===== config.mk =====
export PLATFORM = sky130hd
export DESIGN_NAME = hcr_regs
export DESIGN_NICKNAME = d
export VERILOG_FILES = /design/src/shared/hcr_pkg.sv /design/src/hdl/hcr_regs.sv
export SDC_FILE = /design/constraint.sdc
export NUM_CORES = 1
export LEC_CHECK = 0
export ABC_AREA = 1
export BUFFER_PORTS_ARGS = -buffer_cell sky130_fd_sc_hd__buf_2
export CAP_MARGIN = 20
export CORE_MARGIN = 10
export CORE_UTILIZATION = 40
export CTS_BUF_LIST = sky130_fd_sc_hd__clkbuf_16
export CTS_CLUSTER_SIZE = 40
export DETAILED_ROUTE_END_ITERATION = 7
export SETUP_SLACK_MARGIN = 0.4
export SLEW_MARGIN = 10
export SYNTH_ARGS = -nofsm -noshare
export SYNTH_HDL_FRONTEND = slang
export SYNTH_SLANG_ARGS = --single-unit

===== constraint.sdc =====
create_clock -name clk -period 2.85 [get_ports clk]
set_input_delay 0.4275 -clock clk [delete_from_list [all_inputs] [get_ports clk]]
set_output_delay 0.4275 -clock clk [all_outputs]
set_load 0.02 [all_outputs]

===== src/shared/hcr_pkg.sv =====
package hcr_pkg;

  // ==========================================================
  // Widths
  // ==========================================================
  localparam int PTR_W = 8;
  localparam int DATA_W = 16;
  localparam int SN_W = 40;

  // ==========================================================
  // Pointer values
  // ==========================================================
  localparam logic [7:0] ADDR_TEMP = 8'h00;
  localparam logic [7:0] ADDR_HUM = 8'h01;
  localparam logic [7:0] ADDR_CFG = 8'h02;
  localparam logic [7:0] ADDR_SN_HI = 8'hFB;
  localparam logic [7:0] ADDR_SN_MID = 8'hFC;
  localparam logic [7:0] ADDR_SN_LO = 8'hFD;
  localparam logic [7:0] PTR_RESET = 8'h00;

  // ==========================================================
  // Configuration register fields and reset value
  // ==========================================================
  localparam int CFG_RST_BIT = 15;
  localparam int CFG_HEAT_BIT = 13;
  localparam int CFG_MODE_BIT = 12;
  localparam int CFG_LOWSUP_BIT = 11;
  localparam int CFG_TEMP_RESOLUTION_SEL_BIT = 10;
  localparam int CFG_HUMIDITY_RESOLUTION_SEL_LSB = 8;
  localparam logic [15:0] CFG_RESET = 16'h1000;

  // Serial number placement in the low identification word.
  localparam int SN_LO_LSB = 8;

  // Serial number default; the value is arbitrary.
  localparam logic [39:0] SN_DEFAULT = 40'h5A_A512_3C7E;

  // ==========================================================
  // Types
  // ==========================================================
  typedef struct packed {
    logic soft_rst;
    logic rsvd14;
    logic heater;
    logic acq_both;
    logic low_supply_flag;
    logic temp_resolution_sel;
    logic [1:0] humidity_resolution_sel;
    logic [7:0] rsvd_low;
  } hcr_cfg_t;

  typedef struct packed {
    logic start;
    logic is_hum;
    logic [1:0] res;
  } hcr_conv_t;

  typedef enum logic [1:0] {
    ST_IDLE = 2'b00,
    ST_TEMP = 2'b01,
    ST_HUM = 2'b10
  } hcr_state_t;

endpackage


===== src/hdl/hcr_regs.sv =====
`timescale 1ns/1ps
// Behaviour
// - The configuration register sits at pointer 0x02 and both sets options and reports status.
// - Writing 1 to configuration bit 15 resets the logic, and that bit always reads back 0.
// - With mode bit 12 at 0 a trigger converts only the quantity that the trigger pointer names.
// - With mode bit 12 at 1 a trigger converts temperature and then humidity.
// - Bit 11 is a read-only low-supply flag that reads 1 when the supply is under threshold.
// - A read-only 40-bit per-part serial number is held in three identification registers.
// - Identification register 0xFB returns serial bits 39 to 24 and is read-only.
// - Identification register 0xFC returns serial bits 23 to 8 and is read-only.
// - Identification register 0xFD returns serial bits 7 to 0 in its upper field, read-only.
// - Bits 6 to 0 of identification register 0xFD always read zero and cannot be written.
// - Bit 10 selects 14-bit temperature conversion at 0 and 11-bit at 1.
// - Bits 9:8 select 14-bit humidity conversion at 00, 11-bit at 01 and 8-bit at 10.
// - Every pointer write loads the 8-bit pointer, and reads come from the last pointer written.
// - The configuration register resets to 0x1000.
module hcr_regs #(
  parameter logic [39:0] SERIAL_NUM = hcr_pkg::SN_DEFAULT
) (
  // Clock and reset
  input wire logic clk,
  input wire logic sys_rst,
  // Register port from the two-wire protocol engine
  input wire logic ptr_wr,
  input wire logic [hcr_pkg::PTR_W-1:0] ptr_in,
  input wire logic data_wr,
  input wire logic [hcr_pkg::DATA_W-1:0] wdata,
  input wire logic rd_req,
  output logic [hcr_pkg::DATA_W-1:0] rd_data_r,
  output logic rd_valid_r,
  output logic nack_r,
  // Supply comparator pin
  input wire logic low_supply_pin,
  // Converter control
  input wire logic conv_done,
  output hcr_pkg::hcr_conv_t conv_r,
  output logic busy_r,
  output logic heater_en_r,
  output logic soft_rst_r
);
  import hcr_pkg::*;

  // ==========================================================
  // Declarations
  // ==========================================================
  logic [PTR_W-1:0] ptr_r, ptr_nxt;
  hcr_cfg_t cfg_r, cfg_nxt;
  logic [DATA_W-1:0] rd_data_nxt;
  logic rd_valid_nxt, nack_nxt, soft_rst_nxt, heater_en_nxt;
  logic low_meta_r, low_sync_r;
  hcr_state_t state_r, state_nxt;
  hcr_conv_t conv_nxt;
  logic both_r, both_nxt, busy_nxt;
  logic srst_req, trigger, ptr_mapped, ptr_ro;

  // ==========================================================
  // Supply flag synchroniser
  // ==========================================================
  // The comparator pin is asynchronous, so it passes two flops.
  always_ff @(posedge clk or posedge sys_rst) begin
    if (sys_rst) begin
      low_meta_r <= 1'b0;
      low_sync_r <= 1'b0;
    end else begin
      low_meta_r <= low_supply_pin;
      low_sync_r <= low_meta_r;
    end
  end

  // ==========================================================
  // Register decode
  // ==========================================================
  // Writes of the configuration word with bit 15 set restart the logic.
  assign srst_req = data_wr && (ptr_r == ADDR_CFG) && wdata[CFG_RST_BIT];
  // A pointer write naming a result register starts an acquisition.
  assign trigger = ptr_wr && ((ptr_in == ADDR_TEMP) || (ptr_in == ADDR_HUM));
  // Pointers 0x03 to 0xFA answer nothing.
  assign ptr_mapped = (ptr_in <= ADDR_CFG) || (ptr_in >= ADDR_SN_HI);
  // Everything but the configuration word refuses data.
  assign ptr_ro = (ptr_r != ADDR_CFG);

  // Read multiplexer for the pointed register.
  function automatic logic [DATA_W-1:0] rd_mux(input logic [PTR_W-1:0] p,
                                               input hcr_cfg_t c,
                                               input logic low);
    logic [DATA_W-1:0] v;
    v = 16'h0000;
    unique case (p)
      ADDR_CFG: begin
        v = c;
        v[CFG_LOWSUP_BIT] = low;
        v[CFG_RST_BIT] = 1'b0;
      end
      ADDR_SN_HI: v = SERIAL_NUM[39:24];
      ADDR_SN_MID: v = SERIAL_NUM[23:8];
      ADDR_SN_LO: v = {SERIAL_NUM[7:0], 8'h00};
      default: v = 16'h0000;
    endcase
    return v;
  endfunction

  // Pointer, configuration and read path next values.
  always_comb begin
    ptr_nxt = ptr_r;
    cfg_nxt = cfg_r;
    rd_data_nxt = rd_data_r;
    rd_valid_nxt = 1'b0;
    nack_nxt = 1'b0;
    soft_rst_nxt = 1'b0;
    if (srst_req) begin
      ptr_nxt = PTR_RESET;
      cfg_nxt = CFG_RESET;
      soft_rst_nxt = 1'b1;
    end else begin
      if (ptr_wr) begin
        ptr_nxt = ptr_in;
        nack_nxt = !ptr_mapped;
      end
      if (data_wr) begin
        if (ptr_ro) begin
          nack_nxt = 1'b1;
        end else begin
          cfg_nxt.heater = wdata[CFG_HEAT_BIT];
          cfg_nxt.acq_both = wdata[CFG_MODE_BIT];
          cfg_nxt.temp_resolution_sel = wdata[CFG_TEMP_RESOLUTION_SEL_BIT];
          cfg_nxt.humidity_resolution_sel = wdata[CFG_HUMIDITY_RESOLUTION_SEL_LSB+:2];
        end
      end
      if (rd_req && (ptr_r == ADDR_CFG || ptr_r >= ADDR_SN_HI)) begin
        rd_data_nxt = rd_mux(ptr_r, cfg_r, low_sync_r);
        rd_valid_nxt = 1'b1;
      end
    end
    // Status and reserved bits are never stored.
    cfg_nxt.soft_rst = 1'b0;
    cfg_nxt.low_supply_flag = 1'b0;
    cfg_nxt.rsvd14 = 1'b0;
    cfg_nxt.rsvd_low = 8'h00;
    heater_en_nxt = cfg_nxt.heater;
  end

  // Registers of the pointer, configuration and read path.
  always_ff @(posedge clk or posedge sys_rst) begin
    if (sys_rst) begin
      ptr_r <= PTR_RESET;
      cfg_r <= CFG_RESET;
      rd_data_r <= 16'h0000;
      rd_valid_r <= 1'b0;
      nack_r <= 1'b0;
      soft_rst_r <= 1'b0;
      heater_en_r <= 1'b0;
    end else begin
      ptr_r <= ptr_nxt;
      cfg_r <= cfg_nxt;
      rd_data_r <= rd_data_nxt;
      rd_valid_r <= rd_valid_nxt;
      nack_r <= nack_nxt;
      soft_rst_r <= soft_rst_nxt;
      heater_en_r <= heater_en_nxt;
    end
  end

  // ==========================================================
  // Acquisition sequencer
  // ==========================================================
  // A new trigger aborts any conversion in flight and starts over.
  always_comb begin
    state_nxt = state_r;
    both_nxt = both_r;
    conv_nxt = conv_r;
    conv_nxt.start = 1'b0;
    if (srst_req) begin
      state_nxt = ST_IDLE;
      both_nxt = 1'b0;
    end else if (trigger) begin
      both_nxt = cfg_r.acq_both;
      conv_nxt.start = 1'b1;
      if (cfg_r.acq_both || ptr_in == ADDR_TEMP) begin
        state_nxt = ST_TEMP;
        conv_nxt.is_hum = 1'b0;
        conv_nxt.res = {1'b0, cfg_r.temp_resolution_sel};
      end else begin
        state_nxt = ST_HUM;
        conv_nxt.is_hum = 1'b1;
        conv_nxt.res = cfg_r.humidity_resolution_sel;
      end
    end else begin
      unique case (state_r)
        ST_IDLE: state_nxt = ST_IDLE;
        ST_TEMP: begin
          if (conv_done && both_r) begin
            state_nxt = ST_HUM;
            conv_nxt.start = 1'b1;
            conv_nxt.is_hum = 1'b1;
            conv_nxt.res = cfg_r.humidity_resolution_sel;
          end else if (conv_done) begin
            state_nxt = ST_IDLE;
          end
        end
        ST_HUM: begin
          if (conv_done) begin
            state_nxt = ST_IDLE;
          end
        end
        default: state_nxt = ST_IDLE;
      endcase
    end
    busy_nxt = (state_nxt != ST_IDLE);
  end

  // Registers of the sequencer.
  always_ff @(posedge clk or posedge sys_rst) begin
    if (sys_rst) begin
      state_r <= ST_IDLE;
      both_r <= 1'b0;
      conv_r <= '0;
      busy_r <= 1'b0;
    end else begin
      state_r <= state_nxt;
      both_r <= both_nxt;
      conv_r <= conv_nxt;
      busy_r <= busy_nxt;
    end
  end
endmodule // hcr_regs


; Yosys cells after proc, flatten, opt, wreduce, memory -nomap -nowiden
; Index checks and enable logic that the tools add are counted.
[classes]
n_div = 0
eq_ne = 9
magnitude_cmp = 3
bitwise = 1
addsub = 0
n_mul = 0
shift = 0
n_reduce_logical = 20
mux = 29
[op_table]
columns = cell, count
row1 = $pmux 15 s4, 1
row2 = $eq 8x8->1 const B, 3
row3 = $ge 8x8->1 const B, 2
row4 = $mux 2, 8
row5 = $mux 4, 4
row6 = $mux 8, 2
row7 = $mux 3, 4
row8 = $reduce_bool 2->1, 6
row9 = $mux 1, 9
row10 = $eq 8x1->1 const B, 1
row11 = $eq 8x2->1 const B, 1
row12 = $le 8x2->1 const B, 1
row13 = $logic_not 8->1, 1
row14 = $ne 8x2->1 const B, 1
row15 = $logic_and 1x1->1, 5
row16 = $logic_or 1x1->1, 4
row17 = $pmux 2 s2, 1
row18 = $reduce_and 2->1, 2
row19 = $reduce_and 3->1, 1
row20 = $eq 2x1->1 const B, 1
row21 = $eq 2x2->1 const B, 1
row22 = $ne 2x2->1 const B, 1
row23 = $logic_not 1->1, 1
row24 = $not 1->1, 1
[totals]
wordCells = 79
mem_bits_ro = 0
input_bits = 31
ff_bits = 42
out_inout_bits = 25
ramBits = 0
latchBits = 0
memories = 0

; Depth between registers and ports, before layout
; Gate-level depths: netlist of the first run.
[logic_depth]
ltp_word = 7
depth_mapped = 9
depth_no_buf = 8

; Least setup slack after synthesis of the first run
; OpenSTA, ideal clock, no wires.
[synth_timing]
kind = flip-flop to flip-flop
from = register ptr_r[7]
to = register ptr_r[1]
period_less_slack_ns = 1.321
path_buffers = 1
t_arrival_ns = 1.200
required_time_ns = 2.730
setup_ns = 0.120
path_stages_with_launch = 8
slack_ns = 1.529
cell_sequence = dfrtp_1 -> nor2_1 -> nand2_1 -> nor2_8 -> nand3_4 -> buf_4 -> o211ai_1 -> inv_1
[synth_between]
elab_chain_len = 4
word_cells_on_any_way = 5
cone_classes = eq/ne (1) / mux (1) / reduce/logical (3)
[synth_rtl]
columns = item, line_no
row1 = from (decl), hcr_regs.sv:46  ; logic [PTR_W-1:0] ptr_r, ptr_nxt;
row2 = from (signal assigned), hcr_regs.sv:153  ; ptr_r <= ptr_nxt;
row3 = $eq 8x2->1 *, hcr_regs.sv:74  ; assign srst_req = data_wr && (ptr_r == ADDR_CFG) && wdata[CFG_RST_BIT];
row4 = $logic_and 1x1->1 * (2 in a row), hcr_regs.sv:74
row5 = $mux 8 or $reduce_bool 2->1 (tied branches), -
; Mark *: on every way between the ends. The rest lies on a longest branch, timed or not.
; A chain may end at the register's enable or synchronous reset.

; Final worst setup path of the first run
[layout_timing]
from = register ptr_r[4]
to = register rd_data_r[4] in the netlist's numbering
[layout_between]
elab_chain_len = 5
word_cells_on_any_way = 12
cone_classes = order compare (1) / eq/ne (4) / mux (1) / bitwise (1) / reduce/logical (5)
[layout_rtl]
columns = item, line_no
row1 = "parallel branches: the longest is 5 deep, another holds $ge 8x8->1", -
row2 = to (signal assigned), hcr_regs.sv:155  ; rd_data_r <= rd_data_nxt;
row3 = to (decl), hcr_regs.sv:29  ; output logic [hcr_pkg::DATA_W-1:0] rd_data_r,
; Parallel ways; which one is timed is not known.

==> results of run 1 <==
==> worst reg2reg max path, stage by stage, from the launching register on <==
cell	delay, ns
dfrtp_1	0.40
nor2_1	0.14
nand2_1	0.15
nor2_8	0.20
nand3_4	0.28
nand3_4	0.25
o21ai_0	0.11
==> routing by layer <==
metal	vias up	wire (microns)	GRT usage
li1	819	-	-
met4	0	50	0.03524
met5	-	0	0
met3	5	285	0.04136
met2	33	1855	0.1822
met1	723	1993	0.1440
==> state kept, by name (all words and copies together) (netlist names) <==
name        flops
rd_data_r      10
low_sync_r      1
low_meta_r      1
rd_valid_r      1
conv_r          4
state_r         2
both_r          1
soft_rst_r      1
nack_r          1
busy_r          1
cfg_r           5
ptr_r           8
==> layout make-up <==
class / count / area share
inverter: 37 / 0.06218
clock inverter: 3 / 0.01681
multi-input combinational: 160 / 0.3345
sequential: 36 / 0.4039
tap: 52 / 0.02913
timing repair buffer: 43 / 0.09748
clock buffer: 5 / 0.05602
==> per-stage QoR <==
stage,cell area (sq um),setup slack [ns],instances,power (W),util
after detailed placement,2071,1.219,328,0.0007176,0.4659
after global placement,2071,1.219,328,0.0007154,0.4659
after global routing,2233,0.9836,336,0.001370,0.5025
after CTS,2233,1.190,336,0.001323,0.5025
after floorplan,1871,1.529,243,0.0006702,-
final,2233,1.199,336,0.001312,0.5025
==> Yosys cell counts, drive strengths merged <==
cell	n
inv	37
nor4	1
ha	2
buf	9
and2	1
nand2	87
o21ai	19
clkbuf	1
dfstp	1
nand3	23
nor2	15
dfrtp	35
nand4	3
o211ai	2
a21oi	3
a21boi	1
conb	1
==> power breakdown <==
part / leakage (nW) / switching [W] / total [W] / internal, W
Clock: 0.0789 / 0.000198 / 0.000605 / 0.000406
Combinational: 0.815 / 0.0000891 / 0.000135 / 0.0000458
Sequential: 0.473 / 0.0000248 / 0.000573 / 0.000548
==> worst paths after layout <==
| kind | start | end |
|---|---|---|
| worst min-delay path | sys_rst | cfg_r[8] |
| worst min register to register | low_meta_r | low_sync_r |
| min in group clk | low_supply_pin | low_meta_r |
| max in group asynchronous | sys_rst | cfg_r[12] |
| worst max-delay path | ptr_r[4] | rd_data_r[4] |
| worst max register to register | ptr_r[4] | rd_data_r[4] |
==> cells by family after synthesis <==
kind of cell,synth area share
AOI/OAI and AO/OA,0.07118
buffers and inverters,0.1189
DFF,0.4842
adders and majority gates,0.01343
other,0.002013
and+or+nand+nor,0.3103
==> key figures, run 1 <==
Outcome
  • Outcome: complete, no violations

GRT
  • Total GRT Usage: 0.1152
  • Antenna violations before repair: 0
  • First-pass GRT wire length: between 7000 and 8000 microns
  • Largest net degree at the start of global routing: 37
  • Number of global-route vias before repair: 1565
  • Gr ovfl total: 0

STA
  • Setup TNS: 0 ns
  • Final setup viols: 0
  • Fmax: 605.8 MHz
  • Slew Viols, Final: 0
  • Tmin final: 1.651 ns
  • Hold WS: 0.2446 ns
  • Fin crit share: 0.5792
  • Final hold vios: 0
  • Fin Clk Skew: ~0.004 ns
  • RSZ-0062 raised after global routing: false

Drt
  • DR WL/cell: approximately 12 microns
  • Drt drc: 0
  • Vias per inst: 4.702
  • Total vias in the final route: 1580
  • DRT Wirelength: 4184 microns
  • Router iterations before antenna repair: 4
  • Iter 0 DRT Violations: 96
  • ANT nets after route: 0

Finish
  • Multi-input gate area: around 750 sq um
  • FF/Latch Area: 902.1 sq um
  • Area growth syn-to-layout: 19.88%
  • Nets: 316
  • Most frequent cells in the layout: nand2_1, buf_2, inv_1
  • Commonest non-fill, non-tap cell in the layout: nand2_1
  • Layout cell share with drive strength beyond 1: 0.2007
  • Ant. Diodes: 0
  • Filler cells: around 460

Clock network
  • Clock Sinks: 36
  • CTS root buf: clkbuf_16
  • H-tree levels: 2
  • Hold-fix buffers, CTS: 0
  • Clock-pin slew of the registers on the worst-case setup and hold paths: 0.05 ns
  • Post-CTS setup repair buffer count: 0
  • Num CTS Buffers: 5
  • Worst-Skew Late Latency: between 0.2 and 0.3 ns
  • Clk buf depth: 2
  • CTS tree: yes
  • Cts repair resizes: 0

Critical path
  • R2R depth: 6
  • Top delay family on crit path: simple AND/OR/NAND/NOR gates
  • CP max FO: 24
  • CP cell instances: nor2_1 > nand2_1 > nor2_8 > nand3_4 > nand3_4 > o21ai_0
  • CP Launch Type: register
  • CP Buf/Inv Count: 0
  • Largest stage delay on the critical path: 0.40 ns
  • Stages on worst setup path: 6
  • Crit path kind: reg -> reg
  • Critical Path Most Common Cell: nand3_4
  • CP max stage cell: dfrtp_1
  • CP Capture Type: register
  • Slack of the worst reg-to-reg path: 1.20 ns
  • CP required: 3.00 ns
  • Arr. time, crit path: 1.80 ns

Synth
  • Sequential fraction of the synthesis area: 0.4842
  • Post-synthesis cell area: 1863 sq um
  • Yosys warns: 0
  • Area contributors post-synth: dfrtp_1, nand2_1, inv_1
  • Post-synthesis cell count: 241
  • #FFs+latches synth: 36
  • Post-synth top area share: 0.4701
  • Synth area leader: dfrtp_1
  • Post-synthesis cell type count: 24
  • Mean post-synth cell area: 7.730 sq um

Pwr
  • Pwr/cell area: 587.5 nW/um^2
  • Worst vdd ir: 0.3066 mV
  • Leak Pwr: 1.367 nW

Floorplan
  • Core Region: 4444 sq um
  • Initial core utilization: 0.4192
  • Die span in x: 88.25 microns
  • Row cnt: 24
  • Chip height: 88.25 microns
  • Num ports: 56
  • Full die area: between 7000 and 8000 sq um

Placed design
  • Final Wtd Congestion: 0.8456
  • Post-DP HPWL: approximately 3200 microns
  • PortBufs: 42

Worst hold path
  • Hold Path Class: in -> async

Run
  • Max-cap violations: 0
Power figures use the tool's default switching activity.
==> run 2, diff against run 1 <==
- clock period: 2.85 -> 1.6 ns (I/O delays scaled with it)
==> run 2 against run 1 <==
- global-route usage is 0.28 points higher
- sequential power is 78% higher
- worst setup slack worse by 0.97 ns
- critical path depth is 1 higher
- non-clock buffer count is 8 higher
- hold slack worse by 0.19 ns
- clock power is 57% higher
- clock skew is 0.0026 ns higher
- via count is 1.6% higher
- combinational power is 100% higher
- critical path type unchanged
==> key figures, run 2 (synthesis gave the netlist of run 1 again) <==
Finish
  • Util after Layout: 0.5521 (+0.04955)
  • Layout cell share with drive strength beyond 1: 0.3707 (+0.1700)
  • Filler cells: 436 (-4.6%)
  • Ant. Diodes: 0 (unchanged)
  • Top Registers: rd_data_r: 10 flops, ptr_r: 8 flops, cfg_r: 5 flops
  • Post-Layout Cell Count: 346 (+3.0%)
  • Commonest non-fill, non-tap cell in the layout: nand2_1
  • Largest register FFs: 10 (unchanged)
  • Most frequent cells in the layout: nand2_1, buf_2, dfrtp_1
  • Area growth syn-to-layout: 31.70%
  • Multi-input gate area: 904.6 sq um (+21%)
  • Nets: 326 (+3.2%)
  • Largest Register: rd_data_r
  • FF/Latch Area: 902.1 sq um (unchanged)

Clock network
  • H-tree levels: 2 (unchanged)
  • Hold-fix buffers, CTS: 0 (unchanged)
  • CTS root buf: clkbuf_16
  • Clock Sinks: 36 (unchanged)
  • Worst-Skew Late Latency: 0.28 ns (about the same)
  • Clk buf depth: 2 (unchanged)
  • Clock-pin slew of the registers on the worst-case setup and hold paths: 0.06 ns (about the same)
  • CTS tree: yes
  • Num CTS Buffers: 5 (unchanged)

Floorplan
  • Row cnt: 24 (unchanged)
  • Num ports: 56 (unchanged)
  • Full die area: 7787 sq um (unchanged)
  • Core Region: 4444 sq um (unchanged)
  • Die span in x: 88.25 microns (unchanged)
  • Chip height: 88.25 microns (unchanged)
  • Initial core utilization: 0.4192 (unchanged)

Placed design
  • Final Wtd Congestion: 0.8102 (-4.2%)
  • Dpl cells: 332 (+1.2%)
  • Pre-CTS WS: 0.1575 ns (-1.061 ns)
  • Post-DP HPWL: 3266 microns (+1.4%)
  • PortBufs: 42 (unchanged)

Drt
  • ANT nets after route: 0 (unchanged)
  • Router iterations before antenna repair: 4 (unchanged)
  • Total vias in the final route: 1606 (+1.6%)
  • Drt drc: 0 (unchanged)
  • Vias per inst: 4.642 (-1.3%)
  • DR WL/cell: 12.64 microns (+1.5%)
  • DRT Wirelength: 4375 microns (+4.6%)
  • Iter 0 DRT Violations: 46 (-52%)

Pwr
  • Pwr/cell area: 913.6 nW/um^2 (+56%)
  • Sequential group share of total power: 0.454 (+0.018)
  • Net Sw Power: 0.0005970 W (+91%)
  • Combinational power share: 0.122 (+0.019)
  • Sw frac: 0.2663 (+0.02822)
  • Worst vdd ir: 0.5202 mV (+70%)
  • Cell Int Power: 0.001645 W (+65%)
  • Clk pwr share: 0.424 (-0.037)
  • Leak Pwr: 1.413 nW (+3.3%)

STA
  • Setup TNS: 0 ns (unchanged)
  • Final hold vios: 0 (unchanged)
  • RSZ-0062 raised after global routing: true
  • Fin crit share: 0.8548 (+0.2756)
  • Fin Clk Skew: 0.006577 ns (+0.002594 ns)
  • Tmin final: 1.368 ns (-0.2830 ns)
  • Slew Viols, Final: 0 (unchanged)
  • Final setup viols: 0 (unchanged)
  • Hold WS: 0.05323 ns (-0.1914 ns)
  • Fmax: 731.2 MHz (+21%)
  • Setup slack after layout: 0.2323 ns (-0.9670 ns)

Critical path
  • CP max FO: 6 (-75%)
  • CP Capture Type: register
  • Largest stage delay on the critical path: 0.41 ns (about the same)
  • CP required: 1.76 ns (-1.24 ns)
  • CP cell instances: nor2_1 > nand2_2 > nor2_8 > nand3_4 > buf_6 > nand3_2 > nand3_1
  • CP Launch Type: register
  • Crit path kind: reg -> reg
  • CP max stage cell: dfrtp_1
  • Arr. time, crit path: 1.53 ns (-0.27 ns)

GRT
  • Antenna violations before repair: 0 (unchanged)
  • Number of global-route vias before repair: 1681 (+7.4%)
  • Largest net degree at the start of global routing: 37 (unchanged)
  • Total GRT Usage: 0.1181 (+0.002828)
  • Gr ovfl total: 0 (unchanged)
  • First-pass GRT wire length: 7348 microns (+2.4%)

Run
  • Max-cap violations: 0 (unchanged)

Worst hold path
  • Hold Path Class: in -> async

Outcome
  • Outcome: complete, no violations
-- run 2: cell count changes in the layout (fill, tap and decap cells not counted), sizes merged --
cell,change
buf,+8
bufinv,-1
clkinv,+1
nand3,+2
-- run 2: repair_timing --
| item | in CTS | in global routing |
|---|---|---|
| endpoints found under the setup margin | 34 | 34 |
| cloned | 2 | 1 |
| setup buffers | 3 | 0 |
| resized for setup | 15 | 16 |
| pin swaps | 8 | 4 |
-- run 2: power groups by stage --
stage,combinational (W),sequential [W],clock [W]
global route,0.000316,0.00103,0.00100
CTS,0.000268,0.00102,0.000970
detailed placement,0.000254,0.00103,0
global placement,0.000253,0.00103,0
finish,0.000273,0.00102,0.000951
floorplan,0.000160,0.00104,0
-- run 2: worst max-delay path: cells and delay by family, from the launching register on --
family / cells / cell delay [ns]
AND/OR/NAND/NOR: 6 / 0.67
buffers and inverters: 1 / 0.17
flip-flops: 1 / 0.41
-- run 2: path summary, 6_finish.rpt --
path	from	to	slack, ns	cells past startpoint
setup reg to reg	ptr_r[0]	conv_r[0]	0.23	7
max in group asynchronous	sys_rst	cfg_r[12]	1.20	3
hold / removal	sys_rst	busy_r	0.05	3
hold reg to reg	low_meta_r	low_sync_r	0.35	0
setup / recovery	ptr_r[0]	conv_r[0]	0.23	7
min in group clk	low_supply_pin	low_meta_r	0.07	1
-- run 2: layout make-up --
| type | count | share of cell area |
|---|---|---|
| Clock inverter | 3 | 0.007649 |
| Clock buffer | 5 | 0.05099 |
| Multi-Input combinational cell | 162 | 0.3687 |
| Sequential cell | 36 | 0.3677 |
| Inverter | 37 | 0.05762 |
| Tap cell | 52 | 0.02652 |
| Timing Repair Buffer | 51 | 0.1209 |
-- run 2: metal layers --
layer  global-route usage  vias up  wire [microns]
li1                     -      852               -
met1               0.1391      713            1943
met2               0.1996       34            2087
met3              0.03401        7             282
met4              0.04405        0              61
met5                    0        -               0
-- run 2: metrics by stage --
stage | total power, W | instance area (sq um)
after floorplan | 0.001201 | 1937
after global placement | 0.001285 | 2167
after detailed placement | 0.001288 | 2167
after CTS | 0.002255 | 2416
after global routing | 0.002345 | 2454
final | 0.002242 | 2454
==> run 3, diff against run 2 <==
- CORE_MARGIN: 10 -> 1
- HOLD_SLACK_MARGIN: default -> 0.1
==> run 3 against run 2 <==
- register-to-register slack about the same
- design area increased by 5.3%
- clock skew decreased by 0.0026 ns
- maximum frequency decreased by 0.14%
- largest cell class unchanged
- core utilization increased by 3.3 points
- clock-buffer cell count unchanged
- hold slack improved by 0.16 ns
- clock power increased by 13%
- via count increased by 5.5%
- sequential cell count unchanged
- non-clock buffer count increased by 10
- combinational power increased by 12%
==> key figures, run 3 (synthesis gave the netlist of run 1 again) <==
Outcome
  • Outcome: complete, no violations

Clock network
  • Num CTS Buffers: 5 (unchanged)
  • Clock-pin slew of the registers on the worst-case setup and hold paths: 0.05 ns (about the same)
  • CTS tree: yes
  • CTS root buf: clkbuf_16
  • Clock Sinks: 36 (unchanged)
  • Worst-Skew Late Latency: 0.27 ns (about the same)
  • Clk buf depth: 2 (unchanged)
  • H-tree levels: 2 (unchanged)

Placed design
  • Final Wtd Congestion: 0.7392 (-8.8%)
  • PortBufs: 42 (unchanged)
  • Post-DP HPWL: 2856 microns (-13%)

Critical path
  • CP Capture Type: register
  • CP Launch Type: register
  • Arr. time, crit path: 1.53 ns (about the same)
  • CP max FO: 7 (+1)
  • Crit path kind: reg -> reg
  • CP required: 1.76 ns (about the same)

Pwr
  • Sequential group share of total power: 0.426 (-0.028)
  • Worst vdd ir: 0.4728 mV (-9.1%)
  • Total chip power: 0.002398 W (+7.0%)
  • Combinational power share: 0.128 (+0.006)
  • Cell Int Power: 0.001817 W (+11%)
  • Net Sw Power: 0.0005807 W (-2.7%)
  • Sw frac: 0.2421 (-0.02416)
  • Pwr/cell area: 928.6 nW/um^2 (+1.6%)
  • Leak Pwr: 1.481 nW (+4.8%)
  • Clk pwr share: 0.446 (+0.022)

Floorplan
  • Chip height: 70.25 microns (-20%)
  • Initial core utilization: 0.4221 (+0.002852)
  • Die span in x: 70.25 microns (-20%)
  • Num ports: 56 (unchanged)
  • Row cnt: 24 (unchanged)
  • Full die area: 4934 sq um (-37%)
  • Core Region: 4414 sq um (-0.68%)

Drt
  • DR WL/cell: 11.88 microns (-6.0%)
  • DRT Wirelength: 4231 microns (-3.3%)
  • Router iterations before antenna repair: 4 (unchanged)
  • Total vias in the final route: 1694 (+5.5%)
  • Drt drc: 0 (unchanged)
  • ANT nets after route: 0 (unchanged)
  • Vias per inst: 4.758 (+2.5%)
  • Iter 0 DRT Violations: 52 (+13%)

STA
  • RSZ-0062 raised after global routing: true
  • Fin crit share: 0.8560 (+0.001239)
  • Final setup viols: 0 (unchanged)
  • Tmin final: 1.370 ns (+0.001982 ns)
  • Setup TNS: 0 ns (unchanged)
  • Final hold vios: 0 (unchanged)
  • Fin Clk Skew: 0.003978 ns (-0.002599 ns)
  • Slew Viols, Final: 0 (unchanged)
  • Fmax: 730.1 MHz (-0.14%)

Worst hold path
  • Hold Path Class: in -> reg

Finish
  • Top Registers: rd_data_r: 10 flops, ptr_r: 8 flops, cfg_r: 5 flops
  • Nets: 336 (+3.1%)
  • Ant. Diodes: 0 (unchanged)
  • Util after Layout: 0.5850 (+0.03295)
  • Commonest non-fill, non-tap cell in the layout: nand2_1
  • Largest register FFs: 10 (unchanged)
  • Filler cells: 426 (-2.3%)
  • Area growth syn-to-layout: 38.62%
  • Largest Register: rd_data_r
  • Layout cell share with drive strength beyond 1: 0.3947 (+0.02399)
  • Most frequent cells in the layout: nand2_1, buf_2, dfrtp_1

GRT
  • Gr ovfl total: 0 (unchanged)
  • Total GRT Usage: 0.1837 (+0.06570)
  • Number of global-route vias before repair: 1528 (-9.1%)
  • Antenna violations before repair: 0 (unchanged)
  • First-pass GRT wire length: 7079 microns (-3.7%)
  • Largest net degree at the start of global routing: 37 (unchanged)

Run
  • Max-cap violations: 0 (unchanged)
==> run 3: critical path: stages (launching register included) <==
cell and delay (ns):
dfrtp_1 0.41, nor2_2 0.17, nand2_2 0.10, nor2_8 0.14
nand3_4 0.14, buf_6 0.15, nand2_2 0.07, nand3_2 0.07
==> run 3: timing repair <==
action,in CTS,in global routing
gates cloned,3,0
gates resized for setup,23,16
endpoints found under the hold margin,36,0
hold buffers,2,0
setup endpoints to repair,34,34
setup buffers,7,5
pin swaps,5,4
==> run 3: area by class of cell <==
class / count / area [sq um] / area share
Tap cell: 52 / 65.06 / 0.02519
Inverter: 37 / 141.4 / 0.05475
Sequential cell: 36 / 902.1 / 0.3493
Clock inverter: 3 / 37.54 / 0.01453
Timing Repair Buffer: 61 / 374.1 / 0.1449
Clock buffer: 5 / 125.1 / 0.04845
Multi-Input combinational cell: 162 / 937.1 / 0.3629
==> run 3: final timing paths <==
kind                            cells past startpoint        from         end  slack (ns)
worst max-delay path                                7    ptr_r[7]      busy_r        0.23
worst min-delay path                                3    wdata[9]    cfg_r[9]        0.21
worst max register to register                      7    ptr_r[7]      busy_r        0.23
worst min register to register                      0  low_meta_r  low_sync_r        0.36
max in group asynchronous                           4     sys_rst   cfg_r[12]        0.63
min in group asynchronous                           4     sys_rst  low_sync_r        0.62
==> run 3: routing by layer <==
layer | track usage | up-vias | routed length, microns
li1 | - | 875 | -
met4 | 0.05333 | 0 | 34
met2 | 0.3016 | 41 | 2093
met3 | 0.03896 | 4 | 163
met1 | 0.2437 | 774 | 1940
met5 | 0 | - | 0
==> run 3: power by group through the flow <==
stage | registers [W] | clock network [W] | logic (W)
after floorplan | 0.00104 | 0 | 0.000160
after global placement | 0.00104 | 0 | 0.000246
after detailed placement | 0.00103 | 0 | 0.000251
after CTS | 0.00102 | 0.00109 | 0.000284
after global routing | 0.00103 | 0.00113 | 0.000348
final | 0.00102 | 0.00107 | 0.000306
==> run 3: stage by stage <==
| step | cell area, sq um | setup WS (ns) | hold slack (ns) | std cells |
|---|---|---|---|---|
| global placement | 2160 | 0.1483 | 0.3339 | 331 |
| CTS | 2511 | 0.2334 | 0.2154 | 351 |
| detailed placement | 2160 | 0.1237 | 0.3424 | 331 |
| finish | 2582 | 0.2303 | 0.2108 | 356 |
| floorplan | 1937 | 0.3143 | 0.2714 | 243 |
| global route | 2582 | 0.1439 | 0.2178 | 356 |
